[src/pkg/sense_params.svh]
// constants for the sense data builder: offsets, fields, reset values, codes
`ifndef SENSE_PARAMS_SVH
`define SENSE_PARAMS_SVH

// ==========================================================
// register byte offsets
`define OFF_COND 8'h00
`define OFF_DEV 8'h04
`define OFF_LBA 8'h08
`define OFF_REQ_LEN 8'h0C
`define OFF_ACT_LEN 8'h10
`define OFF_BUF_BLOCKS 8'h14
`define OFF_BUF_MARKS 8'h18
`define OFF_BUF_BYTES 8'h1C
`define OFF_CMD_INFO 8'h20
`define OFF_CODES 8'h24
`define OFF_KEY_SPEC 8'h28
`define OFF_BLK_LEN 8'h2C
`define OFF_STATUS 8'h30
`define OFF_INFO_RD 8'h34
`define NUM_RW_REGS 12
`define REG_RESET 32'h0000_0000

// ==========================================================
// condition register fields
`define COND_KEY_LSB 0
`define COND_FILEMARK 4
`define COND_EARLY_WARN 5
`define COND_REVERSE 6
`define COND_BOP_HIT 7
`define COND_OUT_OF_PAPER 8
`define COND_DEFERRED 9
`define COND_INFO_VALID 10
`define COND_INFO_SRC_LSB 11
`define COND_FIXED_MODE 13
`define COND_WR_ERR_PEND 14
`define COND_KEY_SPEC_VALID 15
`define COND_CD 16
`define COND_BIT_PTR_VALID 17
`define COND_BIT_PTR_LSB 18
`define COND_IMMED_FMT 21
`define COND_SEGMENT_LSB 22

// ==========================================================
// device register fields
`define DEV_TYPE_LSB 0
`define DEV_COPY_CLASS 5
`define DEV_BUF_MODE_LSB 6

// ==========================================================
// codes register fields
`define CODES_DETAIL_LSB 0
`define CODES_QUAL_LSB 8
`define CODES_FAILED_UNIT_LSB 16
`define CODES_DETAIL_KNOWN 24
`define CODES_QUAL_KNOWN 25
`define CODES_UNIT_KNOWN 26

// ==========================================================
// info source selector
`define INFO_SRC_AUTO 2'h0
`define INFO_SRC_COPY 2'h1
`define INFO_SRC_CMD 2'h2

// ==========================================================
// sense encodings
`define RESP_CURRENT 7'h70
`define RESP_DEFERRED 7'h71
`define KEY_NOT_READY 4'h2
`define KEY_RECOVERED 4'h1
`define KEY_MEDIUM 4'h3
`define KEY_HARDWARE 4'h4
`define KEY_ILLEGAL 4'h5
`define NO_ADDL_INFO 8'h00
`define ZERO_BYTE 8'h00
`define SENSE_TOTAL 8'h12
`define SENSE_ADDL_LEN 8'h0A
`define DEV_TAPE 5'h01
`define DEV_PRINTER 5'h02
`define DEV_PROCESSOR 5'h03
`define DEV_DIRECT 5'h00
`define DEV_WORM 5'h04
`define DEV_CDROM 5'h05
`define DEV_OPTICAL 5'h07
`define BUF_MODE_1 4'h1
`define BUF_MODE_2 4'h2
`define RESP_OKAY 2'h0
`define RESP_SLVERR 2'h2

`endif

[src/pkg/sense_pkg.sv]
// types for the sense data builder
package sense_pkg;
  typedef logic [7:0] byte_t;
  typedef logic [31:0] word_t;

  typedef enum logic [1:0] {
    ST_IDLE = 2'b01,
    ST_SEND = 2'b10
  } stream_state_e;

  typedef struct packed {
    logic aw_held;
    logic [7:0] aw_addr;
    logic w_held;
    word_t w_data;
    logic [3:0] w_strb;
    logic awready;
    logic wready;
    logic bvalid;
    logic [1:0] bresp;
    logic arready;
    logic rvalid;
    word_t rdata;
    logic [1:0] rresp;
    logic [11:0][31:0] regs;
    stream_state_e state;
    logic [17:0][7:0] frame;
    logic [7:0] idx;
    logic [7:0] limit;
    logic [7:0] sent;
    logic s_valid;
    byte_t s_data;
    logic s_last;
  } builder_s;
endpackage

[src/logic/info_field_select.sv]
// selects the 32-bit information field value for the reported condition
`timescale 1ns/1ps
`include "sense_params.svh"

module info_field_select (
  // condition
  input wire logic [4:0] dev_type,
  input wire logic [1:0] info_src,
  input wire logic [3:0] buf_mode,
  input wire logic fixed_mode,
  input wire logic wr_err_pend,
  // values
  input wire logic [31:0] lba,
  input wire logic [31:0] req_len,
  input wire logic [31:0] act_len,
  input wire logic [31:0] buf_blocks,
  input wire logic [31:0] buf_marks,
  input wire logic [31:0] buf_bytes,
  // result
  output logic [31:0] info
);
  import sense_pkg::*;

  logic [31:0] residue;
  logic buffered;

  // two's complement wraps naturally for negative residues
  assign residue = req_len - act_len;
  assign buffered = (buf_mode == `BUF_MODE_1) || (buf_mode == `BUF_MODE_2);

  always_comb begin
    info = lba;
    if (dev_type == `DEV_TAPE && buffered && wr_err_pend) begin
      info = fixed_mode ? (buf_blocks + buf_marks) : buf_bytes;
    end else if (info_src == `INFO_SRC_COPY) begin
      info = residue;
    end else if (info_src == `INFO_SRC_CMD) begin
      info = lba;
    end else begin
      case (dev_type)
        `DEV_DIRECT, `DEV_WORM, `DEV_CDROM, `DEV_OPTICAL: info = lba;
        `DEV_TAPE, `DEV_PRINTER, `DEV_PROCESSOR: info = residue;
        default: info = lba;
      endcase
    end
  end
endmodule

[src/logic/sense_data_builder.sv]
// sense data builder: register file, frame assembly and byte stream
//
// Decided for this implementation: the placing of the registers and the AXI4-Lite register port.
`timescale 1ns/1ps
`include "sense_params.svh"

// Notes on behaviour
// - end-of-medium flag driven only for tape and printer classes, else zero
// - tape: flag set forward at early warning, or reverse stopped at partition start
// - length-mismatch flag set when requested and medium block lengths differ
// - direct, write-once, cd and optical types report block address in info
// - tape, printer, processor report requested minus actual, two's complement
// - copy-style commands report requested minus processed blocks in info
// - buffered tape write error reports blocks plus marks, or buffered bytes
// - additional length is fixed at bytes available, never cut by allocation
// - command-specific information in bytes 8 to 11, zero unless the copy-class bit is set
// - info, sense key and detail code fields always present
// - detail code falls back to no-additional-information code
// - qualifier falls back to zero without detailed information
// - failed-unit code zero unless a failed unit is named
// - key-specific bytes follow a layout only when valid flag and key allow
// - illegal request: byte 15 flags and bit pointer, bytes 16-17 field pointer
// - locator bit one for command block, zero for data-out parameters
// - bit pointer names erroneous bit when bit-pointer-valid is set
// - field pointer is zero-based index of erroneous most significant byte
// - recovered, hardware, medium keys report retry count in bytes 16-17
// - not ready reports format progress only for immediate format
// - progress is a numerator over 10000h for the whole format
// - response code 70h for current, 71h for deferred errors
// - valid, code, flags, key, info, length, codes, unit in fixed positions
// - eighteen bytes of sense data available per request
module sense_data_builder (
  // clock and reset
  input wire logic aclk,
  input wire logic aresetn,
  // axi4-lite write address
  input wire logic awvalid,
  output logic awready,
  input wire logic [7:0] awaddr,
  input wire logic [2:0] awprot,
  // axi4-lite write data
  input wire logic wvalid,
  output logic wready,
  input wire logic [31:0] wdata,
  input wire logic [3:0] wstrb,
  // axi4-lite write response
  output logic bvalid,
  input wire logic bready,
  output logic [1:0] bresp,
  // axi4-lite read address
  input wire logic arvalid,
  output logic arready,
  input wire logic [7:0] araddr,
  input wire logic [2:0] arprot,
  // axi4-lite read data
  output logic rvalid,
  input wire logic rready,
  output logic [31:0] rdata,
  output logic [1:0] rresp,
  // sense request from bus phase logic
  input wire logic sense_req,
  input wire logic [7:0] alloc_len,
  // sense byte stream
  output logic sense_valid,
  input wire logic sense_ready,
  output sense_pkg::byte_t sense_data,
  output logic sense_last,
  output logic sense_busy
);
  import sense_pkg::*;

  builder_s s_r;
  builder_s s_nxt;

  // ==========================================================
  // register field views
  logic [31:0] cond;
  logic [31:0] dev;
  logic [31:0] codes;
  logic [31:0] key_spec;
  logic [31:0] blk_len;
  logic [3:0] key;
  logic [4:0] dev_type;
  logic [31:0] info;
  logic end_of_medium_flag;
  logic length_mismatch_flag;
  logic [7:0] detail;
  logic [7:0] qual;
  logic [7:0] unit;
  logic [7:0] ks0;
  logic [15:0] ks_word;
  logic [31:0] cmd_info;
  logic [17:0][7:0] frame_new;
  logic [3:0] w_idx;
  logic [3:0] r_idx;
  logic [7:0] alloc_cut;
  logic w_ok;
  logic r_ok;

  assign cond = s_r.regs[`OFF_COND >> 2];
  assign dev = s_r.regs[`OFF_DEV >> 2];
  assign codes = s_r.regs[`OFF_CODES >> 2];
  assign key_spec = s_r.regs[`OFF_KEY_SPEC >> 2];
  assign blk_len = s_r.regs[`OFF_BLK_LEN >> 2];
  assign key = cond[`COND_KEY_LSB +: 4];
  assign dev_type = dev[`DEV_TYPE_LSB +: 5];

  info_field_select u_info (
    .dev_type(dev_type),
    .info_src(cond[`COND_INFO_SRC_LSB +: 2]),
    .buf_mode(dev[`DEV_BUF_MODE_LSB +: 4]),
    .fixed_mode(cond[`COND_FIXED_MODE]),
    .wr_err_pend(cond[`COND_WR_ERR_PEND]),
    .lba(s_r.regs[`OFF_LBA >> 2]),
    .req_len(s_r.regs[`OFF_REQ_LEN >> 2]),
    .act_len(s_r.regs[`OFF_ACT_LEN >> 2]),
    .buf_blocks(s_r.regs[`OFF_BUF_BLOCKS >> 2]),
    .buf_marks(s_r.regs[`OFF_BUF_MARKS >> 2]),
    .buf_bytes(s_r.regs[`OFF_BUF_BYTES >> 2]),
    .info(info)
  );

  // ==========================================================
  // field encoding
  always_comb begin
    end_of_medium_flag = 1'b0;
    case (dev_type)
      `DEV_TAPE: begin
        // reverse motion reports partition start, forward reports early warning
        if (cond[`COND_REVERSE]) begin
          end_of_medium_flag = cond[`COND_BOP_HIT];
        end else begin
          end_of_medium_flag = cond[`COND_EARLY_WARN];
        end
      end
      `DEV_PRINTER: end_of_medium_flag = cond[`COND_OUT_OF_PAPER];
      default: end_of_medium_flag = 1'b0;
    endcase
  end

  // requested block length low half, medium block length high half
  assign length_mismatch_flag = blk_len[15:0] != blk_len[31:16];

  assign detail = codes[`CODES_DETAIL_KNOWN] ?
                  codes[`CODES_DETAIL_LSB +: 8] : `NO_ADDL_INFO;
  assign qual = codes[`CODES_QUAL_KNOWN] ?
                codes[`CODES_QUAL_LSB +: 8] : `ZERO_BYTE;
  assign unit = codes[`CODES_UNIT_KNOWN] ?
                codes[`CODES_FAILED_UNIT_LSB +: 8] : `ZERO_BYTE;
  assign cmd_info = dev[`DEV_COPY_CLASS] ?
                    s_r.regs[`OFF_CMD_INFO >> 2] : 32'h0000_0000;

  always_comb begin
    ks0 = `ZERO_BYTE;
    ks_word = 16'h0000;
    if (cond[`COND_KEY_SPEC_VALID]) begin
      case (key)
        `KEY_ILLEGAL: begin
          ks0[7] = 1'b1;
          ks0[6] = cond[`COND_CD];
          ks0[3] = cond[`COND_BIT_PTR_VALID];
          ks0[2:0] = cond[`COND_BIT_PTR_LSB +: 3];
          ks_word = key_spec[15:0];
        end
        `KEY_RECOVERED, `KEY_HARDWARE, `KEY_MEDIUM: begin
          ks0 = 8'h80;
          ks_word = key_spec[15:0];
        end
        `KEY_NOT_READY: begin
          if (cond[`COND_IMMED_FMT]) begin
            ks0 = 8'h80;
            ks_word = key_spec[15:0];
          end
        end
        default: begin
          ks0 = `ZERO_BYTE;
          ks_word = 16'h0000;
        end
      endcase
    end
  end

  // frame layout, byte 0 first
  always_comb begin
    frame_new[0] = {cond[`COND_INFO_VALID],
                    cond[`COND_DEFERRED] ? `RESP_DEFERRED : `RESP_CURRENT};
    frame_new[1] = cond[`COND_SEGMENT_LSB +: 8];
    frame_new[2] = {cond[`COND_FILEMARK] && (dev_type == `DEV_TAPE), end_of_medium_flag,
                    length_mismatch_flag, 1'b0, key};
    frame_new[3] = info[31:24];
    frame_new[4] = info[23:16];
    frame_new[5] = info[15:8];
    frame_new[6] = info[7:0];
    frame_new[7] = `SENSE_ADDL_LEN;
    frame_new[8] = cmd_info[31:24];
    frame_new[9] = cmd_info[23:16];
    frame_new[10] = cmd_info[15:8];
    frame_new[11] = cmd_info[7:0];
    frame_new[12] = detail;
    frame_new[13] = qual;
    frame_new[14] = unit;
    frame_new[15] = ks0;
    frame_new[16] = ks_word[15:8];
    frame_new[17] = ks_word[7:0];
  end

  assign w_idx = s_r.aw_addr[5:2];
  assign r_idx = araddr[5:2];
  assign w_ok = s_r.aw_addr[1:0] == 2'b00 && s_r.aw_addr[7:2] < 6'(`NUM_RW_REGS);
  assign r_ok = araddr[7:2] < 6'(`NUM_RW_REGS);
  assign alloc_cut = (alloc_len < `SENSE_TOTAL) ? alloc_len : `SENSE_TOTAL;

  // ==========================================================
  // next state
  always_comb begin
    s_nxt = s_r;
    // write channel
    if (awvalid && s_r.awready) begin
      s_nxt.aw_held = 1'b1;
      s_nxt.aw_addr = awaddr;
      s_nxt.awready = 1'b0;
    end
    if (wvalid && s_r.wready) begin
      s_nxt.w_held = 1'b1;
      s_nxt.w_data = wdata;
      s_nxt.w_strb = wstrb;
      s_nxt.wready = 1'b0;
    end
    // both halves held: commit by strobe lanes if the address is valid, and answer in the same cycle
    if (s_r.aw_held && s_r.w_held && !s_r.bvalid) begin
      s_nxt.bvalid = 1'b1;
      s_nxt.aw_held = 1'b0;
      s_nxt.w_held = 1'b0;
      if (w_ok) begin
        s_nxt.bresp = `RESP_OKAY;
        for (int b = 0; b < 4; b++) begin
          if (s_r.w_strb[b]) begin
            s_nxt.regs[w_idx][8*b +: 8] = s_r.w_data[8*b +: 8];
          end
        end
      end else begin
        s_nxt.bresp = `RESP_SLVERR;
      end
    end
    if (s_r.bvalid && bready) begin
      s_nxt.bvalid = 1'b0;
      s_nxt.awready = 1'b1;
      s_nxt.wready = 1'b1;
    end
    // read channel
    if (arvalid && s_r.arready) begin
      s_nxt.arready = 1'b0;
      s_nxt.rvalid = 1'b1;
      s_nxt.rresp = `RESP_OKAY;
      s_nxt.rdata = 32'h0000_0000;
      if (araddr[1:0] != 2'b00) begin
        s_nxt.rresp = `RESP_SLVERR;
      end else if (r_ok) begin
        s_nxt.rdata = s_r.regs[r_idx];
      end else if (araddr == `OFF_STATUS) begin
        s_nxt.rdata = {6'h00, length_mismatch_flag, end_of_medium_flag,
                       s_r.sent, s_r.limit,
                       6'h00, s_r.state == ST_SEND, s_r.s_valid};
      end else if (araddr == `OFF_INFO_RD) begin
        s_nxt.rdata = info;
      end else begin
        s_nxt.rresp = `RESP_SLVERR;
      end
    end
    if (s_r.rvalid && rready) begin
      s_nxt.rvalid = 1'b0;
      s_nxt.arready = 1'b1;
    end
    // sense byte stream
    case (s_r.state)
      ST_IDLE: begin
        if (sense_req) begin
          s_nxt.frame = frame_new;
          s_nxt.limit = alloc_cut;
          s_nxt.sent = 8'h00;
          if (alloc_cut != 8'h00) begin
            s_nxt.state = ST_SEND;
            s_nxt.s_valid = 1'b1;
            s_nxt.s_data = frame_new[0];
            s_nxt.s_last = alloc_cut == 8'h01;
            s_nxt.idx = 8'h01;
          end
        end
      end
      ST_SEND: begin
        // a stalled byte holds until the consumer takes it
        if (sense_ready) begin
          s_nxt.sent = s_r.sent + 8'h01;
          if (s_r.s_last) begin
            s_nxt.state = ST_IDLE;
            s_nxt.s_valid = 1'b0;
            s_nxt.s_last = 1'b0;
          end else begin
            s_nxt.s_data = s_r.frame[5'(s_r.idx)];
            s_nxt.s_last = (s_r.idx + 8'h01) == s_r.limit;
            s_nxt.idx = s_r.idx + 8'h01;
          end
        end
      end
      default: begin
        s_nxt.state = ST_IDLE;
        s_nxt.s_valid = 1'b0;
        s_nxt.s_last = 1'b0;
      end
    endcase
  end

  // ==========================================================
  // state register
  always_ff @(posedge aclk) begin
    if (!aresetn) begin
      s_r <= '0;
      s_r.awready <= 1'b1;
      s_r.wready <= 1'b1;
      s_r.arready <= 1'b1;
      s_r.state <= ST_IDLE;
      for (int i = 0; i < `NUM_RW_REGS; i++) begin
        s_r.regs[i] <= `REG_RESET;
      end
    end else begin
      s_r <= s_nxt;
    end
  end

  // ==========================================================
  // outputs
  assign awready = s_r.awready;
  assign wready = s_r.wready;
  assign bvalid = s_r.bvalid;
  assign bresp = s_r.bresp;
  assign arready = s_r.arready;
  assign rvalid = s_r.rvalid;
  assign rdata = s_r.rdata;
  assign rresp = s_r.rresp;
  assign sense_valid = s_r.s_valid;
  assign sense_data = s_r.s_data;
  assign sense_last = s_r.s_last;
  assign sense_busy = s_r.state == ST_SEND;
endmodule

[config.mk]
export PLATFORM = sky130hd
export DESIGN_NAME = sense_data_builder
export DESIGN_NICKNAME = d
export VERILOG_FILES = /design/src/pkg/sense_pkg.sv /design/src/logic/info_field_select.sv /design/src/logic/sense_data_builder.sv
export VERILOG_INCLUDE_DIRS = /design/src /design/src/pkg
export SDC_FILE = /design/constraint.sdc
export NUM_CORES = 2
export LEC_CHECK = 0
export ABC_AREA = 1
export BUFFER_PORTS_ARGS = -buffer_cell sky130_fd_sc_hd__buf_2
export CAP_MARGIN = 20
export CELL_PAD_IN_SITES_DETAIL_PLACEMENT = 0
export CELL_PAD_IN_SITES_GLOBAL_PLACEMENT = 1
export CORE_AREA = 2 2 278 280
export CTS_CLUSTER_SIZE = 24
export DETAILED_ROUTE_END_ITERATION = 6
export DIE_AREA = 0 0 280 282
export PLACE_DENSITY_LB_ADDON = 0.1
export RECOVER_POWER = 100
export REMOVE_ABC_BUFFERS = 1
export SYNTH_ARGS = -nofsm -noshare
export SYNTH_HDL_FRONTEND = slang
export SYNTH_SLANG_ARGS = --single-unit
[constraint.sdc]
create_clock -name aclk -period 2.9 [get_ports aclk]
set_input_delay 0.145 -clock aclk [delete_from_list [all_inputs] [get_ports aclk]]
set_output_delay 0.145 -clock aclk [all_outputs]
set_load 0.01 [all_outputs]
==> flow_summary.yaml <==
run_status:
  status: "finished with violations"
  violations: "max-capacitance violations, max-slew violations"
route:
  drtAntennaViolNets: 0
  vias: 33500
  wl_mm: 131
  drc: 0
  via_per_inst: 5.54
  wire_per_inst_um: 21.6
  dr.pass1.iters: 6
  initialDrtViolationCount: 3497
synth:
  ys.flop_type: "dfxtp_1"
  synth_cell_types: 57
  async_reset_ff_share_pct: 0
  yosysWarnings: 0
  synth_edf_count: 0
  syn_inst: 5034
  avgSynthCellArea_um2: 6.73
  ys_ff_latch: 632
  syn_area_um2: 33900
  yosysSeqAreaShare_pct: 37.4
worst_setup_path:
  arrival_ns: 3.40
  reg2reg_from: "s_r[345]$_SDFFE_PN0P_"
  max_stage_delay_ns: 0.50
  crit_fanout: 4
  ff2ff_setup_slack_ns: 0.05
  path_class: "flop to flop"
  cpMostUsedCell: "nand2_1"
  reg2reg_to: "rdata[15]$_SDFFE_PN0P_"
  endpoint_kind: "flop"
  cp_cell_sequence: "ha_1 -> nand2_1 -> inv_1 -> a21oi_1 -> nand2_1 -> nand2_1 -> nand2_1 -> xnor2_1 -> o21ai_0 -> nand3_1 -> nand2_1 -> nand2_1 -> a21oi_1"
  cp-start-kind: "flop"
  cpMaxStageDelayCell: "o21ai_0"
  r2r_cells: 13
  cp.depth: 13
  critPathTopFamily: "simple AND/OR/NAND/NOR gates"
  path_buf_inv: 1
  required_ns: 3.45
floorplanning:
  die_h_um: 282
  pin_count: 127
  coreArea_um2: 75700
  initial_core_util_pct: 44.7
  row_count: 101
  die_w_um: 280
  dieArea_um2: 79000
worst_hold_path:
  holdCritPathClass: "input pin to flop"
  holdPathStages: 6
  hold_path_startpoint: "alloc_len[5]"
  min_to: "s_r[21]$_SDFFE_PN0P_"
final_layout:
  seqCellArea_um2: 12700
  mostFrequentLayoutCells: "nand2_1, a21oi_1, inv_1"
  design_area_um2: 37700
  fin_nets: 5157
  layout_commonest_cell: "nand2_1"
  nFillCells: 7904
  multi_input_comb_area_um2: 16900
  drive_above_1_share_pct: 6.14
  diodes: 0
  area_delta_synth_final_pct: 11.2
  final_util_pct: 49.8
clocking:
  cts_max_path_buffers: 3
  numCtsBuffers: 74
  cts_sinks: 632
  cts_htree_levels: 3
  path_clk_slew_ns: 0.06
  cts-root-buf: "clkbuf_16"
  cts_setup_buffers: 0
  clk_latency_ns: 0.63
  tritoncts: "yes"
timing:
  slew_viol_final: 102
  setup_viol: 0
  fin_crit_ns: 2.85
  relSlewSlack_pct: -36.8
  fmax_mhz: 351
  finalCritPeriodShare_pct: 98.3
  hold_viol_final: 0
  clock_skew_ns: 0.0210
  worst_slew_pin_slew_ns: 2.05
  rsz0062_at_grt: "false"
place:
  port_buffers: 118
  place_hpwl_mm: 95.2
  place.gp.congestion: 0.946
  postPlaceCellArea_um2: 34900
power_and_ir_drop:
  ir_drop_uv: 449
  p_leak_uw: 0.0149
  p_per_area_nw_per_um2: 593
global_routing:
  grt_util_all_layers_pct: 32.3
  antenna_found_initial: 2
  grt-ovfl-total: 0
  grt_pass1_wl_mm: 193
  grt_max_degree: 141
  grt_pass1_vias: 29800
run:
  drv_cap: 3
## Yosys cell counts, types with 34 or more instances
library cell     n  area share (%)
o21ai_0        534             7.9
nand2_1       1011              11
buf_4           60             1.3
dfxtp_1        632              37
xnor2_1         34            0.88
nand3_1        301             4.4
a211oi_1        34            0.75
o221ai_1        96             2.5
ha_1            67             2.5
clkbuf_1       209             2.3
buf_2           79             1.2
a21oi_1        827              12
inv_1          631             7.0
nor2_1         234             2.6
## through the flow
step	cells	worst slack (ns)	hold slack, ns	TNS, ns	power (uW)
floorplan	4665	-2.54	0.244	-607.08	11400
global placement	5853	0.268	0.377	0	13000
detailed placement	5853	0.229	0.379	0	13000
CTS	6043	0.218	0.00640	0	22400
global route	6043	0.00737	0.0477	0	23100
finish	6043	0.0486	0.0328	0	22300
## worst max-delay path by stage
| stage | slack [ns] | end | start |
|---|---|---|---|
| after global placement | 0.27 | rdata[28]$_SDFFE_PN0P_ | s_r[340]$_SDFFE_PN0P_ |
| after global routing | 0.007 | rdata[14]$_SDFFE_PN0P_ | s_r[340]$_SDFFE_PN0P_ |
| after floorplan | -2.54 | s_r[641]$_SDFFE_PP0P_ | aresetn |
| after detailed placement | 0.23 | rdata[28]$_SDFFE_PN0P_ | s_r[340]$_SDFFE_PN0P_ |
| final | 0.05 | rdata[15]$_SDFFE_PN0P_ | s_r[345]$_SDFFE_PN0P_ |
| after CTS | 0.22 | rdata[28]$_SDFFE_PN0P_ | s_r[340]$_SDFFE_PN0P_ |
## logic make-up after synthesis
| family | synth area share, % |
|---|---|
| and+or+nand+nor | 20.7 |
| xor gates and xnor gates | 1.11 |
| DFF | 37.4 |
| AOI/OAI and AO/OA | 25.4 |
| adders and majority gates | 2.59 |
| muxes | 0.266 |
| other | 0.0111 |
| buffers and inverters | 12.5 |
## flip-flops by register name, indices dropped and copies added, names as in the netlist
name / flops
codes: 32
sense_last: 1
s_r: 424
rvalid: 1
arready: 1
dev: 32
cond: 32
bvalid: 1
blk_len: 32
rresp: 1
wready: 1
rdata: 32
key_spec: 32
sense_data: 8
bresp: 1
awready: 1
## layer usage
layer | up-vias | GRT usage (%) | part of all wire [%]
met1 | 15400 | 46.2 | 46
met4 | 2 | 11.2 | 3.7
met3 | 235 | 5.54 | 7.3
li1 | 16600 | - | -
met2 | 1247 | 48.7 | 43
met5 | - | 0 | 0.0099
## tightest hold or removal path, stage by stage
cell and delay [ns]:
buf_2 0.08, nor3_1 0.04, o21ai_0 0.15, nor2_1 0.08, nand2_1 0.06, a21oi_1 0.05
## area by class of cell
| type | count | share of cell area [%] |
|---|---|---|
| clock inverters | 17 | 0.502 |
| inverters | 647 | 6.47 |
| well taps | 978 | 3.25 |
| repair buffers | 272 | 5.33 |
| multi-input cells | 3386 | 45.0 |
| clock buffers | 111 | 5.87 |
| flip-flops and latches | 632 | 33.6 |
## power by group
group	internal [uW]	switching, uW	leakage (uW)	total [uW]
registers	9110	453	0.00512	9560
clock network	5460	3930	0.00118	9390
logic	957	2410	0.00863	3370
## what timing repair did
action,in CTS,in global routing
hold buffers,62,0
hold endpoints to repair,56,0
gates resized for setup,0,1
endpoints found under the setup margin,0,1
(Power assumes the default switching activity.)
